===== config.mk =====
export PLATFORM = sky130hd
export DESIGN_NAME = vssa_alu
export DESIGN_NICKNAME = d
export VERILOG_FILES = /design/src/core/vssa_pkg.sv /design/src/core/vssa_alu.sv /design/src/core/vssa_q15_lane.sv
export SDC_FILE = /design/constraint.sdc
export NUM_CORES = 1
export LEC_CHECK = 0
export ABC_AREA = 1
export BUFFER_PORTS_ARGS = -buffer_cell sky130_fd_sc_hd__buf_2
export CELL_PAD_IN_SITES_DETAIL_PLACEMENT = 0
export CELL_PAD_IN_SITES_GLOBAL_PLACEMENT = 1
export CORE_ASPECT_RATIO = 0.8
export CORE_MARGIN = 1
export CORE_UTILIZATION = 41
export CTS_CLUSTER_SIZE = 16
export DETAILED_ROUTE_END_ITERATION = 8
export PLACE_DENSITY_LB_ADDON = 0.12
export SKIP_LAST_GASP = 1
export SLEW_MARGIN = 20
export SYNTH_ARGS = -nofsm -noshare
export SYNTH_HDL_FRONTEND = slang
export SYNTH_SLANG_ARGS = --single-unit

===== constraint.sdc =====
create_clock -name clk_sys -period 1.1 [get_ports clk_sys]
set_input_delay 0 -clock clk_sys [delete_from_list [all_inputs] [get_ports clk_sys]]
set_output_delay 0 -clock clk_sys [all_outputs]
set_load 0.02 [all_outputs]

===== src/core/vssa_pkg.sv =====
// Purpose: shared constants and types for the vector shift/subtract execute unit
// Assumes: 32-bit data path, one instruction per cycle
// Notes: opcode encoding is local to this unit
`default_nettype none
package vssa_pkg;
   // ==========================================================
   // operation select
   typedef enum logic [2:0] {
      VSSA_OP_NONE = 3'h0,
      VSSA_OP_QB_SHR_IMM = 3'h1,
      VSSA_OP_PH_SHR_VAR = 3'h3,
      VSSA_OP_QB_SHR_VAR = 3'h2,
      VSSA_OP_PH_SUB_WRAP = 3'h6,
      VSSA_OP_PH_SUB_SAT = 3'h7,
      VSSA_OP_W_SUB_SAT = 3'h5
   } vssa_op_type;
   // ==========================================================
   // data layout
   localparam int VSSA_DATA_W = 32;
   localparam int VSSA_HALF_W = 16;
   localparam int VSSA_BYTE_W = 8;
   localparam int VSSA_HALF_CNT_W = 4;
   localparam int VSSA_BYTE_CNT_W = 3;
   localparam int VSSA_FLAG_BIT = 20;
   localparam logic [15:0] VSSA_H_MAX = 16'h7fff;
   localparam logic [15:0] VSSA_H_MIN = 16'h8000;
   localparam logic [31:0] VSSA_W_MAX = 32'h7fffffff;
   localparam logic [31:0] VSSA_W_MIN = 32'h80000000;
   localparam logic [31:0] VSSA_ZERO = 32'h00000000;
endpackage
`default_nettype wire


===== src/core/vssa_alu.sv =====
// Purpose: packed shift and Q15/Q31 subtract execute unit
// Assumes: pipeline latches results one cycle after issue
// Notes: results and flag-set request appear together, registered
//
// Contract
// - immediate byte shift, four lanes, zero fill
// - halfword shift count from low four bits
// - halfword lanes shifted independently with zero fill
// - variable byte shift uses low three bits
// - no operand-dependent traps; flag only
// - disabled or unimplemented raises exception instead
// - Q15 lanes subtracted independently in place
// - wrap subtract keeps low sixteen bits
// - saturating lane clamps to 7fff or 8000
// - halfword overflow requests control bit 20
// - Q31 subtract saturates via 33-bit difference
// - word overflow requests control bit 20
`timescale 1ns/100ps
`default_nettype none
module vssa_alu
   import vssa_pkg::*;
(
   // clock and reset
   input wire logic clk_sys,
   input wire logic rst_n,
   // issue
   input wire logic issue_valid,
   input wire vssa_op_type op,
   input wire logic dsp_enabled,
   input wire logic [2:0] shift_amount,
   input wire logic [31:0] first_source_reg,
   input wire logic [31:0] second_source_reg,
   // result
   output logic result_valid,
   output logic [31:0] result,
   output logic flag_set,
   output logic [31:0] flag_set_mask,
   output logic dsp_disabled_exc,
   output logic reserved_instr_exc
);
   // ==========================================================
   // shifters
   logic [3:0] half_cnt;
   logic [2:0] var_byte_cnt;
   logic [2:0] byte_cnt;
   logic [31:0] byte_shift;
   logic [31:0] half_shift;
   assign half_cnt = first_source_reg[VSSA_HALF_CNT_W-1:0];
   assign var_byte_cnt = first_source_reg[VSSA_BYTE_CNT_W-1:0];
   assign byte_cnt = (op == VSSA_OP_QB_SHR_VAR) ? var_byte_cnt : shift_amount;
   genvar gi;
   // byte lanes shift independently; a count of zero passes the lane through
   generate
      for (gi = 0; gi < VSSA_DATA_W / VSSA_BYTE_W; gi++) begin : g_byte
         assign byte_shift[gi*VSSA_BYTE_W +: VSSA_BYTE_W] =
            second_source_reg[gi*VSSA_BYTE_W +: VSSA_BYTE_W] >> byte_cnt;
      end
      for (gi = 0; gi < VSSA_DATA_W / VSSA_HALF_W; gi++) begin : g_half
         assign half_shift[gi*VSSA_HALF_W +: VSSA_HALF_W] =
            second_source_reg[gi*VSSA_HALF_W +: VSSA_HALF_W] >> half_cnt;
      end
   endgenerate
   // shift checks watch one lane each; all lanes come from the same loop body
   a_byte_imm_shift: assert property (@(posedge clk_sys) disable iff (!rst_n)
      (issue_valid && dsp_enabled && op == VSSA_OP_QB_SHR_IMM)
      |=> result[31:24] == ($past(second_source_reg[31:24]) >> $past(shift_amount)))
      else $error("byte shift wrong");
   a_half_var_shift: assert property (@(posedge clk_sys) disable iff (!rst_n)
      (issue_valid && dsp_enabled && op == VSSA_OP_PH_SHR_VAR)
      |=> result[15:0] == ($past(second_source_reg[15:0]) >> $past(first_source_reg[3:0])))
      else $error("half shift wrong");
   a_byte_var_shift: assert property (@(posedge clk_sys) disable iff (!rst_n)
      (issue_valid && dsp_enabled && op == VSSA_OP_QB_SHR_VAR)
      |=> result[7:0] == ($past(second_source_reg[7:0]) >> $past(first_source_reg[2:0])))
      else $error("byte var shift wrong");
   // ==========================================================
   // subtractors
   logic [15:0] lane_hi;
   logic [15:0] lane_lo;
   logic ovf_hi;
   logic ovf_lo;
   logic lane_sat;
   assign lane_sat = (op == VSSA_OP_PH_SUB_SAT);
   // upper lane lands in 31..16, lower in 15..0
   vssa_q15_lane u_hi (
      .a(first_source_reg[31:16]),
      .b(second_source_reg[31:16]),
      .sat(lane_sat),
      .result(lane_hi),
      .ovf(ovf_hi)
   );
   vssa_q15_lane u_lo (
      .a(first_source_reg[15:0]),
      .b(second_source_reg[15:0]),
      .sat(lane_sat),
      .result(lane_lo),
      .ovf(ovf_lo)
   );
   logic [32:0] wdiff;
   logic wovf;
   logic [31:0] wres;
   always_comb begin
      wdiff = {first_source_reg[31], first_source_reg}
            - {second_source_reg[31], second_source_reg};
      wovf = wdiff[32] ^ wdiff[31];
      wres = wdiff[31:0];
      if (wovf) begin
         wres = wdiff[32] ? VSSA_W_MIN : VSSA_W_MAX;
      end
   end
   // subtract checks: clamp values and flag requests, per lane and per word
   a_half_sat_clamp: assert property (@(posedge clk_sys) disable iff (!rst_n)
      (issue_valid && dsp_enabled && op == VSSA_OP_PH_SUB_SAT && ovf_lo)
      |=> flag_set && (result[15:0] == 16'h7fff || result[15:0] == 16'h8000))
      else $error("half clamp wrong");
   a_word_sat_clamp: assert property (@(posedge clk_sys) disable iff (!rst_n)
      (issue_valid && dsp_enabled && op == VSSA_OP_W_SUB_SAT && wovf && !wdiff[32])
      |=> flag_set && result == 32'h7fffffff)
      else $error("word clamp wrong");
   a_word_neg_clamp: assert property (@(posedge clk_sys) disable iff (!rst_n)
      (issue_valid && dsp_enabled && op == VSSA_OP_W_SUB_SAT && wovf && wdiff[32])
      |=> flag_set && result == 32'h80000000)
      else $error("word low clamp wrong");
   a_wrap_low_bits: assert property (@(posedge clk_sys) disable iff (!rst_n)
      (issue_valid && dsp_enabled && op == VSSA_OP_PH_SUB_WRAP)
      |=> result[31:16] == 16'($past(first_source_reg[31:16]) - $past(second_source_reg[31:16])))
      else $error("wrap result wrong");
   a_half_ovf_flag: assert property (@(posedge clk_sys) disable iff (!rst_n)
      (issue_valid && dsp_enabled && op == VSSA_OP_PH_SUB_WRAP && ovf_hi) |=> flag_set)
      else $error("wrap overflow not flagged");
   a_word_no_ovf: assert property (@(posedge clk_sys) disable iff (!rst_n)
      (issue_valid && dsp_enabled && op == VSSA_OP_W_SUB_SAT
      && first_source_reg[31] == second_source_reg[31]) |=> !flag_set)
      else $error("flag without overflow");
   // ==========================================================
   // result select and registers
   logic next_result_valid;
   logic [31:0] next_result;
   logic next_flag_set;
   logic next_dis_exc;
   logic next_ri_exc;
   logic [31:0] next_flag_set_mask;
   // overflow never traps; it only raises the flag request
   always_comb begin
      next_result_valid = 1'b0;
      next_result = VSSA_ZERO;
      next_flag_set = 1'b0;
      next_dis_exc = 1'b0;
      next_ri_exc = 1'b0;
      next_flag_set_mask = VSSA_ZERO;
      if (issue_valid) begin
         if (!dsp_enabled) begin
            next_dis_exc = 1'b1;
         end else begin
            next_result_valid = 1'b1;
            case (op)
               VSSA_OP_QB_SHR_IMM: next_result = byte_shift;
               VSSA_OP_QB_SHR_VAR: next_result = byte_shift;
               VSSA_OP_PH_SHR_VAR: next_result = half_shift;
               VSSA_OP_PH_SUB_WRAP, VSSA_OP_PH_SUB_SAT: begin
                  next_result = {lane_hi, lane_lo};
                  next_flag_set = ovf_hi | ovf_lo;
               end
               VSSA_OP_W_SUB_SAT: begin
                  next_result = wres;
                  next_flag_set = wovf;
               end
               default: begin
                  next_result_valid = 1'b0;
                  next_ri_exc = 1'b1;
               end
            endcase
         end
      end
      // only bit 20 is ever requested; the host ors it in and never clears
      next_flag_set_mask[VSSA_FLAG_BIT] = next_flag_set;
   end
   // one stage: value and flag request leave on the same edge
   always_ff @(posedge clk_sys or negedge rst_n) begin
      if (!rst_n) begin
         result_valid <= 1'b0;
         result <= VSSA_ZERO;
         flag_set <= 1'b0;
         flag_set_mask <= VSSA_ZERO;
         dsp_disabled_exc <= 1'b0;
         reserved_instr_exc <= 1'b0;
      end else begin
         result_valid <= next_result_valid;
         result <= next_result;
         flag_set <= next_flag_set;
         flag_set_mask <= next_flag_set_mask;
         dsp_disabled_exc <= next_dis_exc;
         reserved_instr_exc <= next_ri_exc;
      end
   end
   // ==========================================================
   // checks
   // flag and exception checks on the registered outputs
   a_flag_only_sub: assert property (@(posedge clk_sys) disable iff (!rst_n)
      flag_set |-> $past(op) inside {VSSA_OP_PH_SUB_WRAP, VSSA_OP_PH_SUB_SAT,
      VSSA_OP_W_SUB_SAT})
      else $error("flag raised by non-subtract");
   a_flag_mask_bit: assert property (@(posedge clk_sys) disable iff (!rst_n)
      flag_set_mask == (flag_set ? 32'h00100000 : 32'h0))
      else $error("flag mask wrong");
   a_dis_no_result: assert property (@(posedge clk_sys) disable iff (!rst_n)
      (issue_valid && !dsp_enabled) |=> (dsp_disabled_exc && !result_valid && !flag_set))
      else $error("disabled op executed");
   a_resv_no_result: assert property (@(posedge clk_sys) disable iff (!rst_n)
      (issue_valid && dsp_enabled && !(op inside {VSSA_OP_QB_SHR_IMM, VSSA_OP_QB_SHR_VAR,
      VSSA_OP_PH_SHR_VAR, VSSA_OP_PH_SUB_WRAP, VSSA_OP_PH_SUB_SAT, VSSA_OP_W_SUB_SAT}))
      |=> (reserved_instr_exc && !result_valid && !flag_set))
      else $error("reserved op executed");
   a_result_one_cycle: assert property (@(posedge clk_sys) disable iff (!rst_n)
      result_valid |-> ($past(issue_valid) && $past(dsp_enabled)))
      else $error("result without issue");
   a_flag_with_result: assert property (@(posedge clk_sys) disable iff (!rst_n)
      flag_set |-> result_valid)
      else $error("flag apart from result");
   c_word_ovf: cover property (@(posedge clk_sys) disable iff (!rst_n)
      issue_valid && dsp_enabled && op == VSSA_OP_W_SUB_SAT && wovf);
   c_half_ovf: cover property (@(posedge clk_sys) disable iff (!rst_n)
      issue_valid && dsp_enabled && op == VSSA_OP_PH_SUB_SAT && ovf_hi);
   c_disabled: cover property (@(posedge clk_sys) disable iff (!rst_n) dsp_disabled_exc);
   c_reserved: cover property (@(posedge clk_sys) disable iff (!rst_n) reserved_instr_exc);
endmodule
`default_nettype wire


===== src/core/vssa_q15_lane.sv =====
// Purpose: one Q15 halfword subtract lane, wrapping or saturating
// Assumes: operands are signed Q15
// Notes: purely combinational
`timescale 1ns/100ps
`default_nettype none
module vssa_q15_lane
   import vssa_pkg::*;
(
   // operands
   input wire logic [15:0] a,
   input wire logic [15:0] b,
   input wire logic sat,
   // result
   output logic [15:0] result,
   output logic ovf
);
   // ==========================================================
   // lane arithmetic
   logic [16:0] diff;
   // sign-extend to 17 bits so overflow shows in the top two bits
   always_comb begin
      diff = {a[15], a} - {b[15], b};
      ovf = diff[16] ^ diff[15];
      result = diff[15:0];
      if (sat && ovf) begin
         result = diff[16] ? VSSA_H_MIN : VSSA_H_MAX;
      end
   end
endmodule
`default_nettype wire


## Yosys cells after proc, flatten, opt, wreduce, memory -nomap -nowiden

Index checks and enable logic that the tools add are counted.
W data, S select, Z words.

| storage, ports and cells | value |
|---|---|
| latch bits | 0 |
| register bits after elaboration | 36 |
| memories kept | 0 |
| output and inout bits | 68 |
| word-level logic and storage cells | 50 |
| bits of input ports | 74 |
| ROM bits | 0 |
| memory bits (writable) | 0 |

| operators by class | value |
|---|---|
| shift-type cells | 6 |
| reduce and logical (&&, ||, !) cells | 5 |
| add/sub/neg operators | 3 |
| div/mod/pow operators | 0 |
| magnitude comparators | 0 |
| multiply operators | 0 |
| eq/ne operators | 6 |
| muxes and demuxes | 21 |
| bitwise logic cells | 4 |

Operators with widths:

| operator | number |
|---|---|
| $mux W32 | 4 |
| $pmux W32 S4 | 1 |
| $mux W16 | 4 |
| $sub A16 B16 Y17 | 2 |
| $sub A32 B32 Y33 | 1 |
| $shr A16 B4 Y16 | 2 |
| $shr A8 B3 Y8 | 4 |
| $mux W1 | 10 |
| $eq A3 B3 Y1 const B | 3 |
| $eq A3 B2 Y1 const B | 2 |
| $reduce_or A6 Y1 | 1 |
| $reduce_or A2 Y1 | 2 |
| $eq A3 B1 Y1 const B | 1 |
| $mux W3 | 1 |
| $xor A1 B1 Y1 | 3 |
| $logic_and A1 B1 Y1 | 2 |
| $pmux W1 S2 | 1 |
| $or A1 B1 Y1 | 1 |

## Depth between registers and ports, before layout

Gate-level depths: netlist of run 1.

| depth | value |
|---|---|
| depth after elaboration | 7 |
| gate-level depth with buffers | 22 |
| gate-level depth less buffers | 20 |

## Hierarchy

From an unflattened synthesis of run 1, not the netlist that was laid out.

| second synthesis, totals | value |
|---|---|
| cell total of the unflattened synthesis | 1583 |
| area, all modules | 8709.6 sq um |

Modules (own cells, without submodules):

| module | sequential area each (sq um) | cells each | area an instance (sq um) | instances |
|---|---|---|---|---|
| vssa_alu | 900.9 | 1173 | 6565.0 | 1 |
| vssa_q15_lane | 0.0 | 205 | 1072.3 | 2 |

## Least setup slack after synthesis of run 1

OpenSTA, ideal clock, no wires.

| timing | value |
|---|---|
| kind | in2reg |
| from | in first_source_reg[0] |
| to | reg result[15] |
| library setup time | 0.138 ns |
| required time | 0.962 ns |
| path buffers | 2 |
| slack | -1.040 ns |
| stages on the path | 20 |
| data arrival time | 2.002 ns |
| path through | buf_2 inv_1 ha_1 inv_1 fa_1 nand2_1 nand2_1 nand3_1 nand2_1 nand2_1 nand2_2 nand2_1 nand2_1 nand2_1 nand2_1 nand2_2 buf_2 nand2_1 o21ai_1 a21oi_1 |

| on the way | value |
|---|---|
| longest elaborated chain between the ends | 7 |
| elaborated cells between the ends (all ways) | 15 |
| those cells by class | add/sub (2); shift (2); mux (8); bitwise (2); reduce/logical (1) |

Ends and longest elaborated chain:

| element | line | RTL |
|---|---|---|
| start: declaration | vssa_alu.sv:31 | `input wire logic [31:0] first_source_reg,` |
| parallel branches: the longest is 4 deep, another holds $sub A32 B32 Y33 | n/a |  |
| $pmux W32 S4 * | vssa_alu.sv:156 | `case (op)` |
| $mux W32 * | vssa_alu.sv:152 | `if (!dsp_enabled) begin` |
| $mux W32 * | vssa_alu.sv:151 | `if (issue_valid) begin` |
| named net next_result[15] | vssa_alu.sv:138 | `logic [31:0] next_result;` |
| end signal: assignment | vssa_alu.sv:189 | `result <= next_result;` |
| end: declaration | vssa_alu.sv:35 | `output logic [31:0] result,` |

Mark *: on every way through the listed nets, which the timed path passes.

## Worst setup path after layout of run 1

| timing | value |
|---|---|
| from | in second_source_reg[11] |
| to | reg result[3] |

| on the way | value |
|---|---|
| longest elaborated chain between the ends | 7 |
| elaborated cells between the ends (all ways) | 13 |
| those cells by class | add/sub (2); shift (1); mux (7); bitwise (2); reduce/logical (1) |

Ends and longest elaborated chain:

| element | line | RTL |
|---|---|---|
| start: declaration | vssa_alu.sv:32 | `input wire logic [31:0] second_source_reg,` |
| parallel branches: the longest is 4 deep, another holds $sub A32 B32 Y33 | n/a |  |
| $pmux W32 S4 * | vssa_alu.sv:156 |  |
| $mux W32 * | vssa_alu.sv:152 |  |
| $mux W32 * | vssa_alu.sv:151 |  |
| named net next_result[3] | vssa_alu.sv:138 |  |

Marks and branches as above.

==> results.tsv, run 1 <==
stage	metric	value	unit
outcome	status	finished with violations	
outcome	violations	setup timing	
global_routing	first_global_vias	9121	
floorplanning	start_util	0.421	
place	placed_cell_area	9980	um^2
global_routing	grt_max_degree	64	
critical_path	crit_fanout	5	
power	p_leak	0.00616	uW
synth	netlist_area	7020	um^2
synth	syn_area_per_cell	5.62	um^2
cts	clock_sinks	36	
synth	synthFlopType	dfrtp_1	
timing	clock.fmax	501	MHz
run	drv_cap	0	
power	sw_frac_of_total	0.463	
power	internal_power	5660	uW
synth	synthTopCellsByCount	437 x nand2_1, 128 x inv_1, 101 x nand3_1	
power	ir_worst_vdd	0.692	mV
critical_path	cpMaxStageDelayCell	ha_4	
synth	ys_top_cells_by_area	nand2_1 23%, dfrtp_1 13%, nand3_1 7.2%	
routing	vias_per_cell	5.37	
timing	finalCritPeriodShare	1.81	
routing	dr.pass1.iters	5	
cts	cts_tree	yes	
critical_path	critPathMaxStageDelay	0.31	ns
power	combinationalPowerShare	0.712	
critical_path	crit_path_frequent_cell	nand2_4	
routing	drc	0	
power	p_clk_frac	0.155	
routing	postRouteAntennaNets	0	
critical_path	start_kind	input pin	
synth	synth_seq_cells	36	
global_routing	grt_pass1_wl	51200	um
critical_path	cp-end-kind	flop	
routing	vias	10200	
layout	final_cells	1892	
timing	tns	-26.64	ns
critical_path	critPathArrivalTime	2.16	ns
timing	setup_viol_count_final	33	
layout	layout.nets	1780	
layout	fillers	1397	
layout	antennaDiodeCount	0	
timing	relSlewSlack	0.577	
floorplanning	num_rows	42	
floorplanning	die_h	119	um
power	p_seq_frac	0.133	
cts	cts_buffers	5	
synth	syn_inst	1248	
min_path	hp-class	input pin to flop	
global_routing	track_usage	0.382	
critical_path	cp.required	1.26	ns
synth	yosys.area.top_type	nand2_1	
place	io_buffers	110	
layout	design_area	12000	um^2
place	dp_hpwl	26700	um
global_routing	gr-total-overflow	0	
routing	routed_wl	35500	um
timing	period_needed	1.99	ns
timing	worst_pin_slew	0.628	ns
global_routing	antenna_found_initial	0	
timing	grt_setup_unrepaired	true	
floorplanning	core-area	16700	um^2
cts	root_buffer	clkbuf_16	
synth	yosys.area.top_type_share	0.234	
synth	synth-edff-count	0	
power	power_density	879	nW/um^2
cts	path_clk_slew	0.06	ns
floorplanning	die_area	17600	um^2
layout	layout-drive-gt1-share	0.460	
power	power_switching	4880	uW
routing	wl_per_cell	18.8	um
timing	hold_viol	0	
synth	ys_types	44	
routing	drt_iter0_markers	1048	
synth	async_flop_share	1.00	
synth	yosysMostFrequentCell	nand2_1	
cts	h-tree-depth	2	
timing	slew_viol_final	0	
timing	fin_ws	-0.895	ns
layout	syn_to_final_growth	70.9	%
cts	clockBufferDepth	2	
floorplanning	num_io_pins	142	
place	place_inst	1839	
floorplanning	die_w	148	um
synth	ys_seq_area_frac	0.128	
critical_path	criticalPathCategory	input pin to flop	
place	gp_congestion	0.998	
synth	ys.warnings.count	0	
critical_path	path_cells	buf_2 > inv_2 > ha_4 > nand2_4 > nor2_4 > inv_2 > nor2_4 > nand2_4 > nand2_4 > nand2_4 > nand2_1 > nand2_1 > nand2_2 > nand2_8 > nand2_8 > clkinv_8 > buf_12 > buf_16 > nand2_1 > a21oi_2	
-- through the flow --
step | worst slack [ns] | utilization | hold WS [ns] | total power (uW)
final | -0.895 | 0.720 | 0.0431 | 10500
after detailed placement | -1.26 | 0.599 | 0.0551 | 7110
after global routing | -0.956 | 0.720 | 0.0546 | 11000
after CTS | -0.732 | 0.680 | 0.0341 | 9530
after global placement | -1.22 | 0.599 | 0.0432 | 7090
after floorplan | -0.836 | - | -0.296 | 4420
-- critical path: cells and delay by family --
kind / cells / cell delay (ns)
compound gates: 1 / 0.06
fa+ha+maj: 1 / 0.31
buf+inv: 6 / 0.58
simple gates: 12 / 1.18
-- sequential cells by signal (all words and copies together), names as in the netlist --
| signal | flops |
|---|---|
| dsp_disabled_exc | 1 |
| result_valid | 1 |
| result | 32 |
| reserved_instr_exc | 1 |
| flag_set_mask | 1 |
-- layout by cell type (no fill, tap or decap), drive strengths merged, types with 3 or more instances in the layout --
cell type,netlist,routed
xnor2,15,15
o211ai,17,17
conb,1,31
a22oi,4,4
xor2,15,15
nand3b,6,6
nand3,104,106
a21oi,110,110
nor4,3,3
dlygate4sd3,0,3
mux2i,9,9
dfrtp,36,36
clkinv,2,4
ha,33,33
nor3,7,7
nand4,6,6
o21ai,108,108
inv,134,133
o22ai,6,6
clkbuf,16,7
or2,7,7
nand2,454,455
nor2,70,70
buf,68,462
o21bai,9,9
-- timing repair --
action	in CTS	in global routing
endpoints found under the hold margin	37	1
setup endpoints to repair	33	34
hold buffers	3	1
cloned	5	4
gates resized for setup	185	145
buffers inserted	26	8
pin swaps	53	48
-- per-layer routing --
metal / track usage / share of wire / routed length (um) / vias up
met5: 0 / 0 / 0 / -
met1: 0.558 / 0.45 / 15900 / 4656
met4: 0.0818 / 0.028 / 1000 / 0
li1: - / - / - / 4851
met2: 0.535 / 0.40 / 14200 / 570
met3: 0.121 / 0.12 / 4410 / 80
-- final timing paths --
path | start | to | slack [ns] | cells past startpoint
min in group asynchronous | rst_n | result[8] | 0.28 | 3
worst max-delay path | second_source_reg[11] | result[3] | -0.89 | 20
max in group asynchronous | rst_n | result[29] | 0.49 | 3
worst min-delay path | op[0] | reserved_instr_exc | 0.04 | 3
-- power groups by stage --
stage	Sequential [uW]	Combinational (uW)	Clock (uW)
global route	1410	7930	1700
detailed placement	1420	5690	0
finish	1400	7510	1640
floorplan	1500	2910	0
global placement	1420	5670	0
CTS	1400	6500	1630
-- layout make-up --
type	count	area, um^2	share of cell area
clock buffers	5	125	0.0104
clock inverters	3	42.5	0.00355
inverters	136	533	0.0445
multi-input cells	1025	6530	0.545
flip-flops and latches	36	901	0.0751
well taps	220	275	0.0230
repair buffers	467	3580	0.299
-- cells by family (layout without fill, tap and decap cells) --
kind of cell,after synthesis,count (layout),synth area share
DFF,36,36,0.128
buffers and inverters,220,611,0.146
and+or+nand+nor,658,661,0.392
adders and majority gates,35,35,0.0646
AOI/OAI and AO/OA,259,259,0.218
xor gates and xnor gates,30,30,0.0374
other,1,31,0.000534
muxes,9,9,0.0128
Power figures use the tool's default switching activity.
==> inputs of run 2 (changes only) <==
--- a/config.mk
+++ b/config.mk
@@ -9,9 +9,10 @@
 export BUFFER_PORTS_ARGS = -buffer_cell sky130_fd_sc_hd__buf_2
 export CELL_PAD_IN_SITES_DETAIL_PLACEMENT = 0
 export CELL_PAD_IN_SITES_GLOBAL_PLACEMENT = 1
-export CORE_ASPECT_RATIO = 0.8
+export CORE_ASPECT_RATIO = 0.7
 export CORE_MARGIN = 1
 export CORE_UTILIZATION = 41
+export CTS_CLUSTER_DIAMETER = 100
 export CTS_CLUSTER_SIZE = 16
 export DETAILED_ROUTE_END_ITERATION = 8
 export PLACE_DENSITY_LB_ADDON = 0.12
==> run 2 against run 1 <==
  * The run still ends with setup timing left
  * Setup slack improved by 0.081 ns
  * Global-route usage is 1.3 points higher
  * Combinational power about the same
  * Sequential cell count stayed put
  * Sequential share of layout area is essentially flat
  * Largest power group unchanged
  * First-iteration DRC count up 17%
  * Critical path depth grew 1
==> results.tsv, run 2 (same netlist as run 1, synthesis figures left out) <==
stage	metric	value	unit
outcome	status	finished with violations	
outcome	violations	setup timing	
routing	vias	10200	
global_routing	track_usage	0.395	
timing	fin_ws	-0.814	ns
layout	final_util	0.727	
place	place_inst	1858	
timing	whs	0.0265	ns
timing	clock.fmax	523	MHz
critical_path	crit_fanout	7	
layout	layout.nets	1789	
place	placed_cell_area	10100	um^2
cts	clock_sinks	36	
timing	slew_viol_final	0	
global_routing	grt_pass1_wl	51900	um
routing	drt_iter0_markers	1222	
layout	fillers	1364	
timing	grt_setup_unrepaired	true	
floorplanning	num_rows	39	
timing	hold_viol	0	
power	power_density	876	nW/um^2
layout	largest_register_ff_count	32	
critical_path	critPathArrivalTime	2.08	ns
floorplanning	die_w	158	um
timing	relSlewSlack	0.564	
global_routing	grt_max_degree	64	
place	io_buffers	110	
routing	drc	0	
cts	h-tree-depth	2	
place	gp_congestion	1.06	
cts	clockBufferDepth	2	
timing	worst_pin_slew	0.651	ns
layout	register_area	901	um^2
cts	root_buffer	clkbuf_16	
min_path	hp-class	input pin to flop	
global_routing	antenna_found_initial	0	
cts	cts_buffers	5	
critical_path	cp-end-kind	flop	
timing	period_needed	1.91	ns
layout	layout_commonest_cell	nand2_1	
power	ir_worst_vdd	1.22	mV
global_routing	grt_use_met3	0.190	
layout	design_area	12000	um^2
critical_path	path_cells	buf_8 > inv_8 > ha_4 > inv_2 > fa_2 > nand2_2 > nand2_2 > nand3_2 > nand2_4 > nand2_8 > nand2_8 > nand2_4 > nand2_2 > nand2_2 > nand2_4 > nand2_4 > buf_12 > buf_4 > nand3_1 > nand2_1 > a21oi_2	
global_routing	met2_usage	0.519	
layout	antennaDiodeCount	0	
layout	final_cells	1906	
layout	multi_input_area	6480	um^2
routing	dr.pass1.iters	5	
global_routing	first_global_vias	9176	
critical_path	critPathMaxStageDelay	0.37	ns
timing	finalCritPeriodShare	1.74	
global_routing	gr-total-overflow	0	
timing	setup_viol_count_final	33	
floorplanning	die_h	111	um
routing	vias_per_cell	5.34	
global_routing	top_usage_layer	met1	
routing	wl_per_cell	18.9	um
layout	layout-drive-gt1-share	0.464	
global_routing	use_met1	0.580	
place	dp_hpwl	27700	um
floorplanning	num_io_pins	142	
floorplanning	core-area	16500	um^2
power	p_leak	0.00617	uW
critical_path	cp.required	1.27	ns
routing	routed_wl	36100	um
critical_path	criticalPathCategory	input pin to flop	
critical_path	cpMaxStageDelayCell	fa_2	
floorplanning	die_area	17600	um^2
layout	regMostFlops	result	
floorplanning	start_util	0.424	
critical_path	cp_num_buf_inv	5	
critical_path	start_kind	input pin	
critical_path	crit_family	simple AND/OR/NAND/NOR gates	
layout	mostFrequentLayoutCells	359 x nand2_1, 334 x buf_4, 102 x buf_2	
routing	postRouteAntennaNets	0	
cts	cts_tree	yes	
cts	path_clk_slew	0.05	ns
run	drv_cap	0	
layout	syn_to_final_growth	71.3	%
power	finalPower	10500	uW
## run 2: cell count changes in the layout (fill, tap and decap cells not counted), moves of 5 or more
cell     previous run  this run
buf_4             322       334
inv_2              41        32
inv_4               2         8
nand2_2            62        73
nand2_4            30        18
nand3_1            86        81
nand3_2            11        18
## run 2: path summary, 6_finish.rpt
kind,from,endpoint,slack [ns],cells past startpoint
worst max-delay path,first_source_reg[0],result[14],-0.81,21
worst min-delay path,issue_valid,flag_set_mask[20],0.03,3
max in group asynchronous,rst_n,result[26],0.38,3
min in group asynchronous,rst_n,result[3],0.16,2
## run 2: what timing repair did
action / CTS / global route
setup endpoints to repair: 33 / 34
endpoints found under the hold margin: 22 / 1
hold buffers: 3 / 1
resized for setup: 205 / 136
setup buffers: 27 / 8
pin swaps: 66 / 61
gates cloned: 4 / 3
## run 2: routing by layer
metal | up-vias | wire (um)
li1 | 4855 | -
met2 | 601 | 13600
met3 | 49 | 5710
met1 | 4671 | 16200
met5 | - | 0
met4 | 0 | 507
## run 2: worst min-delay path, stage by stage
cell and delay (ns):
buf_2 0.10, nand2_1 0.12, a21oi_2 0.05
## run 2: per-stage QoR
stage	worst slack, ns	setup TNS [ns]
3_3_place_gp	-1.42	-45.24
5_1_grt	-0.874	-27.06
4_1_cts	-0.724	-22.23
3_5_place_dp	-1.43	-44.91
2_1_floorplan	-0.836	-26.62
6_report	-0.814	-25.11
## run 2: power breakdown
group	leakage [uW]	internal, uW	switching [uW]	total [uW]
combinational	0.00560	3200	4280	7480
clock	0.0000798	1060	581	1650
sequential	0.000494	1380	18.4	1400
total	0.00617	5650	4880	10500
## run 2: area by class of cell
cell class	instances	share of cell area
clock buffers	5	0.0104
multi-input cells	1023	0.539
clock inverters	3	0.00354
repair buffers	478	0.303
well taps	225	0.0234
inverters	136	0.0454
flip-flops and latches	36	0.0749
==> inputs of run 3 (changes only) <==
--- a/config.mk
+++ b/config.mk
@@ -9,7 +9,6 @@
 export BUFFER_PORTS_ARGS = -buffer_cell sky130_fd_sc_hd__buf_2
 export CELL_PAD_IN_SITES_DETAIL_PLACEMENT = 0
 export CELL_PAD_IN_SITES_GLOBAL_PLACEMENT = 1
-export CORE_ASPECT_RATIO = 0.7
 export CORE_MARGIN = 1
 export CORE_UTILIZATION = 41
 export CTS_CLUSTER_DIAMETER = 100
==> run 3 against run 2 <==
  * Wire length down 6.2%
  * Critical endpoint is now result[15]
  * Via count down 0.62%
  * Highest routed layer unchanged
  * The run still ends with setup timing left
  * Die area about the same
  * Worst hold slack worse by 0.0068 ns
  * Utilization up 1.1 points
  * Fmax up 0.18%
  * Setup slack better by 0.0035 ns
==> results.tsv, run 3 (same netlist as run 1, synthesis figures left out) <==
stage	metric	value	unit
critical_path	timing.critical_path.to	result[15]	
critical_path	crit_start	second_source_reg[12]	
layout	register_area	901	um^2
critical_path	criticalPathCategory	input pin to flop	
routing	routed_wl	33800	um
layout	largest_register_ff_count	32	
timing	grt_setup_unrepaired	true	
floorplanning	die_area	17600	um^2
cts	clock_sinks	36	
layout	mostFrequentLayoutCells	334 x nand2_1, 327 x buf_4, 100 x buf_2	
global_routing	grt_pass1_wl	47700	um
cts	h-tree-depth	2	
floorplanning	num_rows	47	
min_path	hold_depth	3	
power	p_leak	0.00627	uW
cts	root_buffer	clkbuf_16	
global_routing	antenna_found_initial	1	
global_routing	track_usage	0.350	
layout	layout.nets	1776	
global_routing	gr-total-overflow	0	
global_routing	first_global_vias	9097	
power	power_density	858	nW/um^2
layout	fillers	1349	
cts	path_clk_slew	0.05	ns
routing	postRouteAntennaNets	0	
layout	layout_commonest_cell	nand2_1	
critical_path	cp-end-kind	flop	
floorplanning	die_w	133	um
critical_path	cp.required	1.30	ns
cts	cts_tree	yes	
layout	syn_to_final_growth	75.0	%
layout	design_area	12300	um^2
power	ir_worst_vdd	1.55	mV
timing	finalCritPeriodShare	1.74	
layout	regMostFlops	result	
cts	clockBufferDepth	2	
routing	vias_per_cell	5.36	
outcome	status	finished with violations	
place	placed_cell_area	9950	um^2
layout	final_util	0.738	
critical_path	crit_fanout	8	
routing	drc	0	
run	drv_cap	0	
min_path	hp-class	input pin to flop	
critical_path	critPathArrivalTime	2.11	ns
timing	fin_ws	-0.810	ns
floorplanning	start_util	0.422	
layout	multi_input_area	6770	um^2
timing	period_needed	1.91	ns
floorplanning	core-area	16600	um^2
timing	clock.fmax	524	MHz
routing	dr.pass1.iters	5	
place	dp_hpwl	25100	um
timing	slew_viol_final	0	
cts	cts_buffers	5	
floorplanning	die_h	133	um
place	gp_congestion	1.01	
layout	layout-drive-gt1-share	0.482	
critical_path	start_kind	input pin	
routing	drt_iter0_markers	958	
outcome	violations	setup timing	
place	io_buffers	110	
timing	whs	0.0196	ns
timing	setup_viol_count_final	33	
routing	vias	10100	
timing	hold_viol	0	
routing	wl_per_cell	17.9	um
floorplanning	num_io_pins	142	
layout	antennaDiodeCount	0	
global_routing	grt_max_degree	41	
run 3: worst min-delay path by stage:
stage	startpoint	slack, ns	endpoint
2_1_floorplan	rst_n	-0.30	dsp_disabled_exc
3_3_place_gp	rst_n	0.04	result[3]
3_5_place_dp	rst_n	0.04	result[1]
4_1_cts	issue_valid	0.02	flag_set_mask[20]
5_1_grt	issue_valid	0.03	flag_set_mask[20]
6_report	issue_valid	0.02	flag_set_mask[20]
run 3: cell type report:
type	instances	share of cell area
clock buffer	6	0.0113
clock inverter	2	0.000815
inverter	136	0.0455
multi-input combinational	1023	0.552
sequential	36	0.0734
tap	220	0.0224
timing repair buffer	465	0.295
run 3: layer usage:
layer / part of all wire / up-vias / GRT usage
met1: 0.43 / 4710 / 0.480
li1: - / 4833 / -
met2: 0.46 / 504 / 0.562
met3: 0.084 / 66 / 0.0494
met4: 0.030 / 0 / 0.116
met5: 0 / - / 0
run 3: what timing repair did:
action,in CTS,in global routing
resized for setup,158,241
pin swaps,49,76
gates cloned,4,4
hold buffers,3,0
setup buffers,21,21
endpoints found under the setup margin,33,33
hold endpoints to repair,37,0
run 3: where the power goes:
| group | switching, uW | leakage [uW] | internal (uW) |
|---|---|---|---|
| combinational | 4320 | 0.00570 | 3360 |
| clock | 557 | 0.0000766 | 892 |
| sequential | 15.2 | 0.000494 | 1380 |
| total | 4890 | 0.00627 | 5640 |
run 3: worst max-delay path: stages:
cell and delay, ns:
buf_2 0.12, inv_2 0.08, ha_4 0.22, nand2_1 0.06, nand2_1 0.07, nand2_1 0.12, nand2_2 0.09, a21oi_4 0.19
nand2_4 0.10, nand2_4 0.12, nand2_4 0.07, nand2_2 0.08, nand2_2 0.09, nand2_8 0.12, nand2_8 0.07, inv_8 0.10
clkbuf_16 0.16, o21ai_1 0.07, a21oi_1 0.17
run 3: through the flow:
| stage | power, uW | TNS [ns] | cells | setup slack [ns] |
|---|---|---|---|---|
| after floorplan | 4420 | -26.62 | 1278 | -0.836 |
| after global placement | 7020 | -35.76 | 1832 | -1.12 |
| after detailed placement | 7040 | -37.03 | 1832 | -1.16 |
| after CTS | 9270 | -22.50 | 1868 | -0.723 |
| after global routing | 11000 | -25.90 | 1888 | -0.873 |
| final | 10500 | -23.86 | 1888 | -0.810 |
